==> src/scdl_pkg.sv <==
// shared constants, types and helpers for the six-channel column loader
package scdl_pkg;
   localparam int NUM_CHAN = 6;
   localparam int CODE_W = 10;
   localparam int LEVEL_W = 11;
   localparam int PIN_W = 17;
   localparam logic [9:0] CODE_MAX = 10'h3FF;
   localparam logic [9:0] CODE_RESET = 10'h000;
   localparam logic [2:0] STEP_FIRST = 3'h0;
   localparam logic [2:0] STEP_LAST = 3'h5;
   localparam logic [2:0] CHAN_TOP = 3'h5;

   // pin vector bit positions after synchronising
   localparam int PIN_CLK = 0;
   localparam int PIN_START = 1;
   localparam int PIN_EDGE = 2;
   localparam int PIN_DIR = 3;
   localparam int PIN_XFER = 4;
   localparam int PIN_POL = 5;
   localparam int PIN_STANDBY = 6;
   localparam int PIN_WORD_LSB = 7;

   // register byte offsets
   localparam int ADDR_W = 5;
   localparam logic [4:0] REG_CTRL = 5'h00;
   localparam logic [4:0] REG_STATUS = 5'h04;
   localparam logic [4:0] REG_CODE0 = 5'h08;
   localparam logic [4:0] REG_CODE5 = 5'h1C;

   // control register fields
   localparam int CTRL_SOFT_STANDBY = 0;
   localparam int CTRL_LOAD_ENABLE = 1;
   localparam logic [1:0] CTRL_RESET = 2'h2;

   // status register fields
   localparam int STAT_BUSY = 0;
   localparam int STAT_XFER_PEND = 1;
   localparam int STAT_STANDBY = 2;
   localparam int STAT_DIR = 3;
   localparam int STAT_EDGE = 4;
   localparam int STAT_POL = 5;
   localparam int STAT_START_SEEN = 6;
   localparam int STAT_STEP_LSB = 8;

   typedef logic [9:0] scdl_code_t;
   typedef scdl_code_t [5:0] scdl_bank_t;
   typedef logic signed [10:0] scdl_level_t;
   typedef scdl_level_t [5:0] scdl_levels_t;

   // channel filled at a given step of a sequence
   function automatic logic [2:0] scdl_chan_index(input logic up, input logic [2:0] step);
      scdl_chan_index = up ? step : 3'(CHAN_TOP - step);
   endfunction : scdl_chan_index

   // signed drive level relative to the mid reference, in code steps
   function automatic scdl_level_t scdl_drive_level(input scdl_code_t code, input logic above);
      logic [10:0] mag;
      mag = {1'b0, 10'(CODE_MAX - code)};
      scdl_drive_level = above ? $signed(mag) : -$signed(mag);
   endfunction : scdl_drive_level
endpackage : scdl_pkg

==> src/scdl_sync.sv <==
// two-stage synchroniser for the panel-side pins
`timescale 1ns/10ps
`default_nettype none
module scdl_sync #(
   parameter int W = 1
) (
   input wire logic i_sys_clk,
   input wire logic i_sys_rst,
   input wire logic [W-1:0] i_async,
   output logic [W-1:0] o_sync
);
   logic [W-1:0] meta_q;
   logic [W-1:0] meta_d;
   logic [W-1:0] sync_q;
   logic [W-1:0] sync_d;

   always_comb begin
      meta_d = i_async;
      sync_d = meta_q;
   end

   always_ff @(posedge i_sys_clk or posedge i_sys_rst) begin
      if (i_sys_rst) begin
         meta_q <= '0;
         sync_q <= '0;
      end else begin
         meta_q <= meta_d;
         sync_q <= sync_d;
      end
   end

   assign o_sync = sync_q;
endmodule : scdl_sync
`default_nettype wire

==> src/scdl_avs.sv <==
// avalon-mm register slave: control, status and output code readback
`timescale 1ns/10ps
`default_nettype none
module scdl_avs
   import scdl_pkg::*;
(
   input wire logic i_sys_clk,
   input wire logic i_sys_rst,
   input wire logic [scdl_pkg::ADDR_W-1:0] i_avs_address,
   input wire logic i_avs_read,
   input wire logic i_avs_write,
   input wire logic [31:0] i_avs_writedata,
   input wire logic [3:0] i_avs_byteenable,
   output logic [31:0] o_avs_readdata,
   output logic o_avs_waitrequest,
   input wire logic [31:0] i_status,
   input wire scdl_pkg::scdl_bank_t i_out_bank,
   output logic o_soft_standby,
   output logic o_load_enable
);
   import scdl_pkg::*;

   logic ack_q;
   logic ack_d;
   logic [31:0] rdata_q;
   logic [31:0] rdata_d;
   logic [1:0] ctrl_q;
   logic [1:0] ctrl_d;
   logic req;
   logic [2:0] code_sel;

   assign req = i_avs_read | i_avs_write;
   assign code_sel = 3'((i_avs_address - REG_CODE0) >> 2);

   always_comb begin
      ack_d = req & ~ack_q;
      rdata_d = rdata_q;
      ctrl_d = ctrl_q;
      if (req && !ack_q) begin
         rdata_d = 32'h0000_0000;
         if (i_avs_address == REG_CTRL) begin
            rdata_d = {30'h0, ctrl_q};
         end else if (i_avs_address == REG_STATUS) begin
            rdata_d = i_status;
         end else if (i_avs_address >= REG_CODE0 && i_avs_address <= REG_CODE5
                      && i_avs_address[1:0] == 2'h0) begin
            rdata_d = {22'h0, i_out_bank[code_sel]};
         end
      end
      // write lands on the edge where waitrequest is low
      if (i_avs_write && ack_q && i_avs_address == REG_CTRL && i_avs_byteenable[0]) begin
         ctrl_d = i_avs_writedata[1:0];
      end
   end

   always_ff @(posedge i_sys_clk or posedge i_sys_rst) begin
      if (i_sys_rst) begin
         ack_q <= 1'b0;
         rdata_q <= 32'h0000_0000;
         ctrl_q <= CTRL_RESET;
      end else begin
         ack_q <= ack_d;
         rdata_q <= rdata_d;
         ctrl_q <= ctrl_d;
      end
   end

   assign o_avs_waitrequest = req & ~ack_q;
   assign o_avs_readdata = rdata_q;
   assign o_soft_standby = ctrl_q[CTRL_SOFT_STANDBY];
   assign o_load_enable = ctrl_q[CTRL_LOAD_ENABLE];
endmodule : scdl_avs
`default_nettype wire

==> src/scdl_loader.sv <==
// six-channel column converter loader: sequential word capture and output transfer
//
// Function
// A valid start request launches a six-edge loading cycle filling the six channel latches.
// A sequence begins on an active edge only if the start input was high at the previous one.
// Edge select high uses rising panel-clock edges, low uses falling edges, for data and start.
// Direction high fills channel 0 up to 5, low fills channel 5 down to 0.
// Transfer high on a rising edge copies all six latches to the outputs on the next falling edge.
// Standby high clears all stored channel data and holds the loader idle.
// Standby low returns the loader to normal loading and transfer.
// All six channels are loaded from one shared ten-bit word bus.
// Polarity low maps code 0 to mid minus full scale rising to mid at code 1023.
// Polarity high maps the lowest code to mid plus full scale falling to mid.
// The word bus is ten bits with bit 9 the most significant.
// After the sixth word, further words are ignored until a new start request.
// Output latches hold their codes during loading until the next transfer.
//
// Implementation choices: the Avalon-MM interface to the registers and the register offsets.
`timescale 1ns/10ps
`default_nettype none
module scdl_loader
   import scdl_pkg::*;
(
   input wire logic i_sys_clk,
   input wire logic i_sys_rst,
   input wire logic [scdl_pkg::ADDR_W-1:0] i_avs_address,
   input wire logic i_avs_read,
   input wire logic i_avs_write,
   input wire logic [31:0] i_avs_writedata,
   input wire logic [3:0] i_avs_byteenable,
   output logic [31:0] o_avs_readdata,
   output logic o_avs_waitrequest,
   input wire logic i_panel_clk,
   input wire logic i_sequence_start,
   input wire logic i_edge_select,
   input wire logic i_load_direction,
   input wire logic i_output_transfer,
   input wire logic i_polarity_invert,
   input wire logic i_standby_request,
   input wire logic [9:0] i_input_word_bus,
   output scdl_pkg::scdl_bank_t o_chan_code,
   output scdl_pkg::scdl_levels_t o_chan_level,
   output logic o_above_mid,
   output logic o_standby_active,
   output logic o_loading
);
   import scdl_pkg::*;

   // sequencer phases
   typedef enum logic {
      SEQ_IDLE,
      SEQ_LOAD
   } scdl_seq_e;

   // synchronised pin image
   logic [PIN_W-1:0] pin_raw;
   logic [PIN_W-1:0] pin_s;
   logic pclk_s;
   logic start_s;
   logic edge_s;
   logic dir_s;
   logic xfer_s;
   logic pol_s;
   logic standby_pin_s;
   scdl_code_t word_s;

   // software controls
   logic soft_standby;
   logic load_enable;
   logic standby;

   // panel clock edge detection
   logic pclk_prev_q;
   logic pclk_prev_d;
   logic pclk_rise;
   logic pclk_fall;
   logic active_edge;

   // loading sequence state
   logic start_seen_q;
   logic start_seen_d;
   scdl_seq_e seq_q;
   scdl_seq_e seq_d;
   logic busy;
   logic dir_q;
   logic dir_d;
   logic [2:0] step_q;
   logic [2:0] step_d;
   scdl_bank_t in_bank_q;
   scdl_bank_t in_bank_d;

   // transfer and output state
   logic xfer_pend_q;
   logic xfer_pend_d;
   scdl_bank_t out_bank_q;
   scdl_bank_t out_bank_d;
   scdl_levels_t level_q;
   scdl_levels_t level_d;
   logic above_q;
   logic above_d;

   logic [31:0] status;

   // pins cross into the system clock domain
   assign pin_raw = {i_input_word_bus, i_standby_request, i_polarity_invert,
                     i_output_transfer, i_load_direction, i_edge_select,
                     i_sequence_start, i_panel_clk};

   scdl_sync #(
      .W(PIN_W)
   ) u_pin_sync (
      .i_sys_clk(i_sys_clk),
      .i_sys_rst(i_sys_rst),
      .i_async(pin_raw),
      .o_sync(pin_s)
   );

   assign pclk_s = pin_s[PIN_CLK];
   assign start_s = pin_s[PIN_START];
   assign edge_s = pin_s[PIN_EDGE];
   assign dir_s = pin_s[PIN_DIR];
   assign xfer_s = pin_s[PIN_XFER];
   assign pol_s = pin_s[PIN_POL];
   assign standby_pin_s = pin_s[PIN_STANDBY];
   assign word_s = pin_s[PIN_WORD_LSB +: CODE_W];

   assign standby = standby_pin_s | soft_standby;

   // edge detection on the synchronised panel clock
   always_comb begin
      pclk_prev_d = pclk_s;
   end

   always_ff @(posedge i_sys_clk or posedge i_sys_rst) begin
      if (i_sys_rst) begin
         pclk_prev_q <= 1'b0;
      end else begin
         pclk_prev_q <= pclk_prev_d;
      end
   end

   assign pclk_rise = pclk_s & ~pclk_prev_q;
   assign pclk_fall = ~pclk_s & pclk_prev_q;
   assign active_edge = edge_s ? pclk_rise : pclk_fall;

   // loading sequencer
   always_comb begin
      logic [2:0] idx;
      logic [2:0] cur_step;
      logic cur_dir;
      logic take;
      idx = 3'h0;
      cur_step = step_q;
      cur_dir = dir_q;
      take = 1'b0;
      start_seen_d = start_seen_q;
      seq_d = seq_q;
      dir_d = dir_q;
      step_d = step_q;
      in_bank_d = in_bank_q;
      if (standby) begin
         // debiased: stored data is lost
         start_seen_d = 1'b0;
         seq_d = SEQ_IDLE;
         step_d = STEP_FIRST;
         dir_d = 1'b0;
         in_bank_d = '{default: CODE_RESET};
      end else if (active_edge && load_enable) begin
         start_seen_d = start_s;
         // words taken inside a sequence or on its first edge
         case (seq_q)
            SEQ_IDLE: begin
               take = start_seen_q;
            end
            SEQ_LOAD: begin
               take = 1'b1;
            end
            default: begin
               take = 1'b0;
            end
         endcase
         if (start_seen_q) begin
            // new sequence starts on this edge, even mid-sequence
            cur_step = STEP_FIRST;
            cur_dir = dir_s;
         end
         if (take) begin
            idx = scdl_chan_index(cur_dir, cur_step);
            in_bank_d[idx] = word_s;
            dir_d = cur_dir;
            step_d = 3'(cur_step + 3'h1);
            // last step drops back to idle
            seq_d = (cur_step != STEP_LAST) ? SEQ_LOAD : SEQ_IDLE;
         end
      end
   end

   always_ff @(posedge i_sys_clk or posedge i_sys_rst) begin
      if (i_sys_rst) begin
         start_seen_q <= 1'b0;
         seq_q <= SEQ_IDLE;
         dir_q <= 1'b0;
         step_q <= STEP_FIRST;
         in_bank_q <= '{default: CODE_RESET};
      end else begin
         start_seen_q <= start_seen_d;
         seq_q <= seq_d;
         dir_q <= dir_d;
         step_q <= step_d;
         in_bank_q <= in_bank_d;
      end
   end

   assign busy = (seq_q == SEQ_LOAD);

   // output transfer
   always_comb begin
      xfer_pend_d = xfer_pend_q;
      out_bank_d = out_bank_q;
      if (standby) begin
         xfer_pend_d = 1'b0;
         out_bank_d = '{default: CODE_RESET};
      end else begin
         if (pclk_rise && xfer_s) begin
            xfer_pend_d = 1'b1;
         end
         if (pclk_fall && xfer_pend_q) begin
            // all six move together; otherwise held
            out_bank_d = in_bank_q;
            xfer_pend_d = 1'b0;
         end
      end
   end

   always_ff @(posedge i_sys_clk or posedge i_sys_rst) begin
      if (i_sys_rst) begin
         xfer_pend_q <= 1'b0;
         out_bank_q <= '{default: CODE_RESET};
      end else begin
         xfer_pend_q <= xfer_pend_d;
         out_bank_q <= out_bank_d;
      end
   end

   // drive levels follow the output latches one cycle later
   always_comb begin
      above_d = pol_s;
      for (int i = 0; i < NUM_CHAN; i++) begin
         level_d[i] = scdl_drive_level(out_bank_q[i], pol_s);
      end
   end

   always_ff @(posedge i_sys_clk or posedge i_sys_rst) begin
      if (i_sys_rst) begin
         level_q <= '{default: 11'sh000};
         above_q <= 1'b0;
      end else begin
         level_q <= level_d;
         above_q <= above_d;
      end
   end

   // status word for software
   always_comb begin
      status = 32'h0000_0000;
      status[STAT_BUSY] = busy;
      status[STAT_XFER_PEND] = xfer_pend_q;
      status[STAT_STANDBY] = standby;
      status[STAT_DIR] = dir_q;
      status[STAT_EDGE] = edge_s;
      status[STAT_POL] = pol_s;
      status[STAT_START_SEEN] = start_seen_q;
      status[STAT_STEP_LSB +: 3] = step_q;
   end

   scdl_avs u_regs (
      .i_sys_clk(i_sys_clk),
      .i_sys_rst(i_sys_rst),
      .i_avs_address(i_avs_address),
      .i_avs_read(i_avs_read),
      .i_avs_write(i_avs_write),
      .i_avs_writedata(i_avs_writedata),
      .i_avs_byteenable(i_avs_byteenable),
      .o_avs_readdata(o_avs_readdata),
      .o_avs_waitrequest(o_avs_waitrequest),
      .i_status(status),
      .i_out_bank(out_bank_q),
      .o_soft_standby(soft_standby),
      .o_load_enable(load_enable)
   );

   assign o_chan_code = out_bank_q;
   assign o_chan_level = level_q;
   assign o_above_mid = above_q;
   assign o_standby_active = standby;
   assign o_loading = busy;
endmodule : scdl_loader
`default_nettype wire

==> config.mk <==
export PLATFORM = sky130hd
export DESIGN_NAME = scdl_loader
export DESIGN_NICKNAME = d
export VERILOG_FILES = /design/src/scdl_pkg.sv /design/src/scdl_sync.sv /design/src/scdl_avs.sv /design/src/scdl_loader.sv
export SDC_FILE = /design/constraint.sdc
export NUM_CORES = 1
export LEC_CHECK = 0
export BUFFER_PORTS_ARGS = -buffer_cell sky130_fd_sc_hd__buf_4
export CAP_MARGIN = 20
export CORE_MARGIN = 4
export CORE_UTILIZATION = 47
export DETAILED_ROUTE_END_ITERATION = 16
export PLACE_DENSITY = 0.71
export SLEW_MARGIN = 25
export SYNTH_ARGS = -nofsm -noshare
export SYNTH_HDL_FRONTEND = slang
export SYNTH_SLANG_ARGS = --single-unit
==> constraint.sdc <==
create_clock -name i_sys_clk -period 11.5 [get_ports i_sys_clk]
set_clock_uncertainty 0.2 [all_clocks]
set_input_delay 2.875 -clock i_sys_clk [delete_from_list [all_inputs] [get_ports i_sys_clk]]
set_output_delay 2.875 -clock i_sys_clk [all_outputs]
set_load 0.01 [all_outputs]
== After elaboration in Yosys (flattened, before gate mapping) ==
Cells that the tools add are included.

* Register bits: 264
* Bits of input ports: 62
* Output and inout bits: 162
* Word-level logic and storage cells: 124

* $add $sub $neg: 15
* $lt $le $gt $ge: 5
* Eq/ne operators: 2
* Muxes and demuxes: 45
* Bitwise operators: 9
* Reduce and logical (&&, ||, !) cells: 18

{| class="wikitable"
|+ Operators with widths
! cell !! count
|-
| two-way mux 60 bit || 5
|-
| two-way mux 11 bit || 6
|-
| negator 10 -> 11 bit || 6
|-
| two-way mux 32 bit || 2
|-
| bitwise mux 60 bit || 1
|-
| subtractor 10 bit (first input constant) || 6
|-
| binary-select mux 10 bit (select 3 bit) || 1
|-
| demux 10 bit (select 3 bit) || 1
|-
| two-way mux 10 bit || 3
|-
| two-way mux 3 bit || 7
|-
| two-way mux 1 bit || 18
|-
| logical AND 1 bit || 10
|-
| less-than comparator 3 x 4 -> 1 bit (second input constant) || 2
|-
| nonzero test 2 bit || 3
|-
| == test 5 x 3 -> 1 bit (second input constant) || 1
|-
| >= comparator 5 x 4 -> 1 bit (second input constant) || 1
|-
| <= comparator 5 bit (second input constant) || 1
|-
| zero test 5 bit || 1
|-
| subtractor 5 x 4 -> 5 bit (second input constant) || 1
|-
| inverter 1 bit || 4
|-
| adder 3 x 1 -> 3 bit (second input constant) || 1
|-
| bitwise AND 1 bit || 3
|-
| >= comparator 3 x 1 -> 1 bit (second input constant) || 1
|-
| inequality test 3 bit (second input constant) || 1
|-
| 7 further kinds || 8
|}

== Logic depth before layout (Yosys ltp) ==
Gate-level depths: netlist of the first run.

* Depth in word-level cells: 16
* Mapped depth: 9

== Modules after synthesis ==
From an unflattened synthesis of the first run, not the netlist that was laid out.

* Cell total of the unflattened synthesis: 984
* Area, all modules: 10995.5 um2

{| class="wikitable"
|+ Modules (own cells, without submodules)
! module !! instances !! cells an instance !! area an instance (um2)
|-
| scdl_loader || 1 || 778 || 8211.6
|-
| scdl_avs || 1 || 171 || 1929.4
|-
| scdl_sync || 1 || 35 || 854.6
|}

== Least setup slack after synthesis of the first run ==
Ideal clock, no wire load.

* Path kind: input to output
* From: input i_avs_write
* To: output o_avs_waitrequest
* Arrival: 3684 ps
* Path slack: 4741 ps
* Cell stages on the path: 3
* Path buffers: 1
* Cells stage by stage: o21bai_1 clkbuf_1 inv_1

* Longest elaborated chain between the ends: 2

{| class="wikitable"
|+ Ends and longest elaborated chain
! what !! RTL line !! RTL
|-
| start, declared || scdl_loader.sv:28 || <nowiki>input wire logic i_avs_write,</nowiki>
|-
| bitwise OR 1 bit || scdl_avs.sv:32 || <nowiki>assign req = i_avs_read | i_avs_write;</nowiki>
|-
| bitwise AND 1 bit || scdl_avs.sv:68 || <nowiki>assign o_avs_waitrequest = req & ~ack_q;</nowiki>
|-
| end, declared || scdl_loader.sv:32 || <nowiki>output logic o_avs_waitrequest,</nowiki>
|}

Every way passes these cells.

== Final worst setup path of the first run ==
Same ends and word-level chain as after synthesis.

==> results.txt, run 1 <==
* Number of inserted diodes: 0
* Count of standard-cell rows: 53
- In this run, post-CTS hold repair placed 0 buffers.
- Wire per inst: 19.2 um
* Top-count cell post-synth: dfrtp_1
- Number of buffer cells added on primary ports: 169
* Unrepaired setup endpoints after global routing: false
* Data arrival time at the worst-slack endpoint: 3.58 ns
- In the final design database the tool counted 1158 nets.
* Die height: 156 um
- For this design the static power due to leakage is 5.96 nW.
- Internal power comes to 0.00144 W.
- Ranking of synthesized cells by area: dfrtp_1, nand2_1, mux2i_1, xnor2_1, a21oi_1
- The worst register-to-register path begins at start_seen_q$_DFFE_PP0N_.
- Routability-driven placement finished with a final weighted congestion of 0.836.
* Remaining Overflow, GRT: 0
- Cell area after placement: 0.0117 sq mm
- Number of flops mapped to enable cells by yosys: 0
- Once detail routing completed, the nets flagged for antenna violations numbered 0.
* Total track usage: 21.6%
- WS Path Type: input port to primary output
- Worst Path Buf+Inv: 4
* Max-slew violations: 0
* Fraction of power consumed by sequential logic: 47.6%
- In this run the standard cell core region covers 0.0213 sq mm.
- Area fraction of the dominant cell type after synthesis: 58.8%
* Result of the run: completed
- Detailed-placement wirelength estimate: 17.7 mm
- Counting every instance in the synthesized netlist gives 936.
- For this design, the slowest cell found on the critical path is buf_4.
- Fraction of power spent switching nets: 22.4%
* Crit path to: o_avs_waitrequest
- HP Class: flip-flop to flip-flop
- PostCTS Resize Cnt: 0
- Clock latency of the later-clocked register in the worst-skew pair: 0.54 ns
* Number of buffers between clock root and the deepest sink: 3
* Share of power burned in the clock network: 46.6%
* Total via count in the routed design: 7344
- After detailed routing, the total wire length is 26.5 mm.
* Critical Path Stages: 5
* Largest net degree at the start of global routing: 112
- Of all nets on the critical path, the largest fanout is 15.
* Worst slew pin tran: 0.841 ns
- The number of cells on the worst reg-to-reg path is 6.
- Clock tree synthesis inserted a total of 26 buffers.
* Io pins: 224
- The number of endpoints with negative hold slack in the final report came to 0.
- Dividing the synthesized area by the synthesized cell count gives 11.0 sq um.
- Via count of the first global-routing pass: 7285
- Using the TritonRoute via totals, the vias-per-cell ratio works out to 5.33.
- Largest delay share family, worst path: buffers and inverters
- After detailed routing, the number of remaining DRC violations is 0.
- From left edge to right edge, the die measures 156 um.
* Buffers inserted during post-CTS setup optimization: 0
- Data on the critical path is required at its endpoint by 8.43 ns.
- Of the total power, combinational logic draws 5.8%.
- Cell Pwr Density: 148 mW/mm^2
- Counting I/O delays and the setup requirement, the final critical path takes 6.66 ns.
* Switching power: 0.000417 W
* Count of clock tree sinks: 243
- Clock transition time at the flip-flop clock pins of the worst setup and hold paths: 0.06 ns
* Worst ir drop on vdd: 0.0000819 V
- The signal on the critical path passes through buf_4 > o21bai_1 > buf_4 > inv_1 > buf_4.
- Summing every instance area after synthesis gives 0.0103 sq mm.
* Proportion of synthesized flip-flops having asynchronous set or reset: 100%
- Crit share post-route: 57.9%
- Top cells by count, synth: dfrtp_1, nand2_1, mux2i_1, a21oi_1, xnor2_1
* Number of instances in the placed design: 1332
* Achievable frequency: 150 MHz
- First-pass GRT wire length: 41.6 mm
* Unique cell type count in the Yosys netlist: 47
- The number of antenna violations at the first check in global routing is 0.
- Crit-path max cell delay: 0.24 ns
* Initial cell density of the core: 48.4%
* Syn-to-layout area delta: 22.1%
* Setup TNS: 0 ns
- Biggest area consumer among synthesized cells: dfrtp_1
- Non-filler instance count after layout: 1379
- H-tree depth reported by CTS: 1
- Area enclosed by the die boundary: 0.0244 sq mm
- Share of synthesized area occupied by flip-flops and latches: 59.0%
* Endpoint of the worst-slack reg-to-reg timing path: in_bank_q[24]$_DFFE_PP0P_
- The worst setup path is launched from an input port.
- The worst register-to-register path has a setup slack of 8.61 ns.
* #FFs+latches synth: 243
- Startpoint of the worst setup timing path: i_avs_write
- Fraction of layout cells with a size suffix above 1: 22.6%
- After routing the design area is 0.0126 sq mm.
- Setup violations, final: 0
- Final design utilization: 59.1%
* Slew headroom: 43.7%
* Root buffer cell: clkbuf_16
- Iteration count of the initial detailed-routing pass: 5
* Number of violations of the max-capacitance limit: 0
- Synth Flop Type: dfrtp_1
* Warnings from Yosys: 0
- Total power: 0.00186 W
* Worst path most repeated cell: buf_4
- TritonCTS built the clock tree.
- Crit end category: primary output
- Drt initial violations: 604
==> power groups by stage <==
stage / clock network, W / registers (W) / logic (W)
global placement: 0 / 0.000900 / 0.000109
detailed placement: 0 / 0.000901 / 0.000110
floorplan: 0 / 0.000902 / 0.0000669
global route: 0.000917 / 0.000887 / 0.000120
CTS: 0.000877 / 0.000885 / 0.000111
finish: 0.000866 / 0.000885 / 0.000108
==> metrics by stage <==
| stage | hold slack [ns] | setup WS, ns |
|---|---|---|
| 3_3_place_gp | 0.133 | 4.86 |
| 4_1_cts | 0.148 | 4.84 |
| 6_report | 0.147 | 4.84 |
| 5_1_grt | 0.155 | 4.76 |
| 3_5_place_dp | 0.135 | 4.84 |
| 2_1_floorplan | 0.131 | 1.75 |
==> metal layers <==
layer | share of wire (%) | track usage, % | up-vias
li1 | - | - | 3423
met1 | 42 | 30.3 | 3617
met2 | 49 | 35.6 | 275
met3 | 7.6 | 3.36 | 29
met4 | 1.5 | 4.96 | 0
met5 | 0 | 0 | -
==> registers in the layout, indices dropped and copies added (netlist names), 2 cells and up <==
name / flops
o_chan_code: 60
u_pin_sync.meta_q: 17
u_regs.o_avs_readdata: 11
step_q: 3
o_chan_level: 66
u_pin_sync.o_sync: 17
u_regs.ctrl_q: 2
in_bank_q: 60
==> cells in the final DEF, fill, tap and decap left out, drive strengths merged, types with 2 or more instances in the layout <==
cell type / netlist / final
xnor2: 48 / 48
mux2i: 74 / 74
o21ai: 12 / 12
ha: 11 / 11
nor2: 45 / 45
clkbuf: 41 / 41
nor2b: 2 / 2
nand3: 18 / 18
and3b: 2 / 2
nand4: 2 / 2
nor3: 3 / 3
a21oi: 70 / 70
a22oi: 16 / 16
o31ai: 3 / 3
inv: 21 / 22
nand3b: 3 / 3
o221a: 2 / 2
mux4: 9 / 9
and3: 7 / 7
bufinv: 0 / 2
nand2: 206 / 206
a31oi: 35 / 35
buf: 35 / 177
mux2: 13 / 13
dfrtp: 242 / 242
clkinv: 0 / 3
conb: 1 / 21
==> worst reg2reg max path, stage by stage, from the launching register on <==
cell and delay [ns]:
dfrtp_1 0.56, nand2b_1 0.27, ha_1 0.34, mux2_2 0.29, nor2_1 0.13, nand3_1 0.62, mux2i_1 0.40
==> layout make-up <==
class | count | area [sq um]
Fill cell | 1748 | 8700
Clock inverter | 6 | 95.1
Inverter | 21 | 86.3
Clock buffer | 41 | 817
Multi-Input combinational cell | 616 | 3820
Timing Repair Buffer | 177 | 1330
Tap cell | 275 | 344
Sequential cell | 243 | 6090
==> cell families after synthesis <==
family	Yosys count	share of synthesized area, %
DFF	243	59.0
xor gates and xnor gates	49	4.17
other	1	0.0364
buffers and inverters	97	4.75
muxes	96	10.6
and+or+nand+nor	293	11.7
adders and majority gates	11	1.34
AOI/OAI and AO/OA	146	8.37
==> worst min path at each step <==
stage                                               start                               to  slack [ns]  depth (start not counted)
after floorplan            u_pin_sync.meta_q[0]$_DFF_PP0_   u_pin_sync.o_sync[0]$_DFF_PP0_        0.13                          0
after global placement     u_pin_sync.meta_q[5]$_DFF_PP0_   u_pin_sync.o_sync[5]$_DFF_PP0_        0.13                          0
after detailed placement  u_pin_sync.meta_q[13]$_DFF_PP0_  u_pin_sync.o_sync[13]$_DFF_PP0_        0.13                          0
after CTS                  u_pin_sync.meta_q[7]$_DFF_PP0_   u_pin_sync.o_sync[7]$_DFF_PP0_        0.15                          0
after global routing       u_pin_sync.meta_q[7]$_DFF_PP0_   u_pin_sync.o_sync[7]$_DFF_PP0_        0.16                          0
final                     u_pin_sync.meta_q[13]$_DFF_PP0_  u_pin_sync.o_sync[13]$_DFF_PP0_        0.15                          0
No activity file was read; power rests on OpenSTA's default activity.
==> inputs of run 2 (changes only) <==
- clock period: 11.5 -> 6.4 ns (I/O delays scaled with it)
==> results.txt, run 2 (same netlist as run 1, synthesis figures left out) <==
- Crit end category: primary output
- Area enclosed by the die boundary: 0.0244 sq mm
- Fraction of layout cells with a size suffix above 1: 21.9%
- Clock transition time at the flip-flop clock pins of the worst setup and hold paths: 0.06 ns
* Required time of the critical path: 4.60 ns
- The net count of the finished layout is 1156.
- Fraction of power spent switching nets: 23.2%
- Total clock buffers created by CTS: 25
- In this run the remaining antenna-violating nets after routing total 0.
* First-pass GRT wire length: 40.2 mm
- Io pins: 224
- Endpoint of the worst-slack reg-to-reg timing path: in_bank_q[26]$_DFFE_PP0P_
- Minimum clock period: 4.10 ns
* Total track usage: 20.9%
* CTS tree: yes
- Largest net degree at the start of global routing: 173
- Clock tree synthesis found a total of 243 sinks.
- On the worst path, the slowest cell contributes a delay of 0.23 ns.
* Die height: 156 um
- IR analysis of the VDD net gives a maximum drop of 0.000166 V.
- Via count of the first global-routing pass: 7143
* WS Path Type: input port to primary output
- The worst hold path belongs to the class flip-flop to flip-flop.
* Routed WL: 26.1 mm
- Number of hold buffers added after CTS: 0
- The tool flagged a number of max-cap violations equal to 0.
- Of all nets on the critical path, the largest fanout is 15.
- The share of total power dissipated in sequential elements is 50.9%.
* Total leakage power: 5.87 nW
- Hold violation count in the final report: 0
* Worst reg2reg path startpoint: start_seen_q$_DFFE_PP0N_
* Root buffer cell: clkbuf_16
- The floorplan has 53 rows.
- Iteration count of the initial detailed-routing pass: 5
* Number of cells traversed by the worst hold path: 0
* Via-to-Cell Ratio: 5.33
- Data arrival time at the worst-slack endpoint: 2.30 ns
- Derived from the worst setup path, the maximum achievable clock frequency is 244 MHz.
* Non-filler instance count after layout: 1376
* Final worst-path setup slack: 2.30 ns
* Largest register FFs: 66
* Switching power: 0.000725 W
- Final worst hold slack: 0.144 ns
* Share of power burned in the clock network: 42.9%
- At the end of routability-driven placement, the weighted congestion stood at 0.849.
* Slew headroom: 38.6%
- Setup violations remaining at the end of the flow were counted as 0.
* Setup TNS: 0 ns
- The die is 156 um wide.
- Number of inserted diodes: 0
- Core area: 0.0213 sq mm
- Worst Setup Start Kind: input port
* Syn-to-layout area delta: 20.6%
- After the first detailed-routing iteration, the DRC count stood at 618.
- DRC violations left: 0
* Internal power consumption: 0.00240 W
- Setup repair after global routing left no endpoint under its margin.
* PostCTS Resize Cnt: 0
- CTS built an H-tree with a depth of 1.
- Remaining Overflow, GRT: 0
- Wire per inst: 19.0 um
* Number of antenna violations at the first check in global routing: 0
- Number of buffers between clock root and the deepest sink: 3
* Max-slew violations: 0
- The HPWL after detailed placement is 17.7 mm.
* Final design utilization: 58.4%
- The detailed router put a total of 11.1 mm of wire on met1.
- Cell Pwr Density: 252 mW/mm^2
* Buffers inserted during post-CTS setup optimization: 0
- At the placement stage, the worst setup path has a slack of 2.31 ns.
- Worst path most repeated cell: buf_4
- Met3 WL post-DR: 1.84 mm
- For the worst flop-to-flop path, the logic depth is 6.
- Detailed routing placed a total of 12.6 mm of wire on met2.
- Crit-path slowest cell: buf_4
* Uppermost layer routed: met4
* End of the worst hold path: u_pin_sync.o_sync[12]$_DFF_PP0_
- Worst slew pin tran: 0.921 ns
- Buffers placed on the I/O ports in this run total 169.
- The worst hold path begins at u_pin_sync.meta_q[12]$_DFF_PP0_.
- Part of the total power dissipated in combinational logic: 6.2%
- In the finished design, the share of the clock period the worst path needs comes to 64.0%.
- Most common cell after layout, fill and taps aside: dfrtp_1
- The number of placed instances, taps included, is 1331.
- The setup check on the worst reg-to-reg path leaves a slack of 3.49 ns.
- The signal on the critical path passes through buf_4 > o21bai_1 > buf_4 > inv_1 > buf_4.
* Clock latency of the later-clocked register in the worst-skew pair: 0.53 ns
* Result of the run: completed
* Commonest cells after routing, fill and taps aside: dfrtp_1, nand2_1, buf_4
* Total via count in the routed design: 7335
- For this configuration, the core starts out at a cell density of 48.4%.
-- run 2: cell types whose count changed in the layout (fill, tap and decap cells not counted), sizes merged --
cell	previous run	this run
inv	22	21
bufinv	2	0
clkinv	3	7
clkbuf	41	37
buf	177	176
clkinvlp	0	1
-- run 2: routing by layer --
layer | track usage (%) | up-vias
met2 | 34.0 | 262
met1 | 29.5 | 3610
met4 | 6.63 | 0
met5 | 0 | -
met3 | 2.72 | 44
li1 | - | 3419
-- run 2: cell type report --
| cell class | instances | area, sq um |
|---|---|---|
| Clock buffer | 37 | 701 |
| Clock inverter | 8 | 55.1 |
| Fill cell | 1753 | 8860 |
| Inverter | 21 | 82.6 |
| Multi-Input combinational cell | 616 | 3820 |
| Sequential cell | 243 | 6090 |
| Tap cell | 275 | 344 |
| Timing Repair Buffer | 176 | 1330 |
-- run 2: power groups by stage --
stage	Clock, W	Sequential, W	Combinational [W]
final	0.00134	0.00159	0.000194
after global routing	0.00142	0.00159	0.000213
after CTS	0.00137	0.00159	0.000198
after detailed placement	0	0.00162	0.000197
after global placement	0	0.00162	0.000196
after floorplan	0	0.00162	0.000121
-- run 2: critical path: cells and delay by family --
family                 cells  cell delay [ns]
buffers and inverters      4             0.57
AO/OA/AOI/OAI              1             0.13
-- run 2: worst max-delay path by stage --
stage | startpoint | end | slack (ns)
floorplan | i_sys_rst | dir_q$_DFFE_PP0P_ | 1.41
global placement | i_avs_write | o_avs_waitrequest | 2.31
detailed placement | i_avs_write | o_avs_waitrequest | 2.31
CTS | i_avs_write | o_avs_waitrequest | 2.31
global route | i_avs_write | o_avs_waitrequest | 2.26
finish | i_avs_write | o_avs_waitrequest | 2.30
-- run 2: per-stage QoR --
step | total power (W) | cell area, sq um
final | 0.00313 | 12400
after global placement | 0.00181 | 11700
after CTS | 0.00316 | 12400
after detailed placement | 0.00182 | 11700
after global routing | 0.00323 | 12400
after floorplan | 0.00174 | 10400
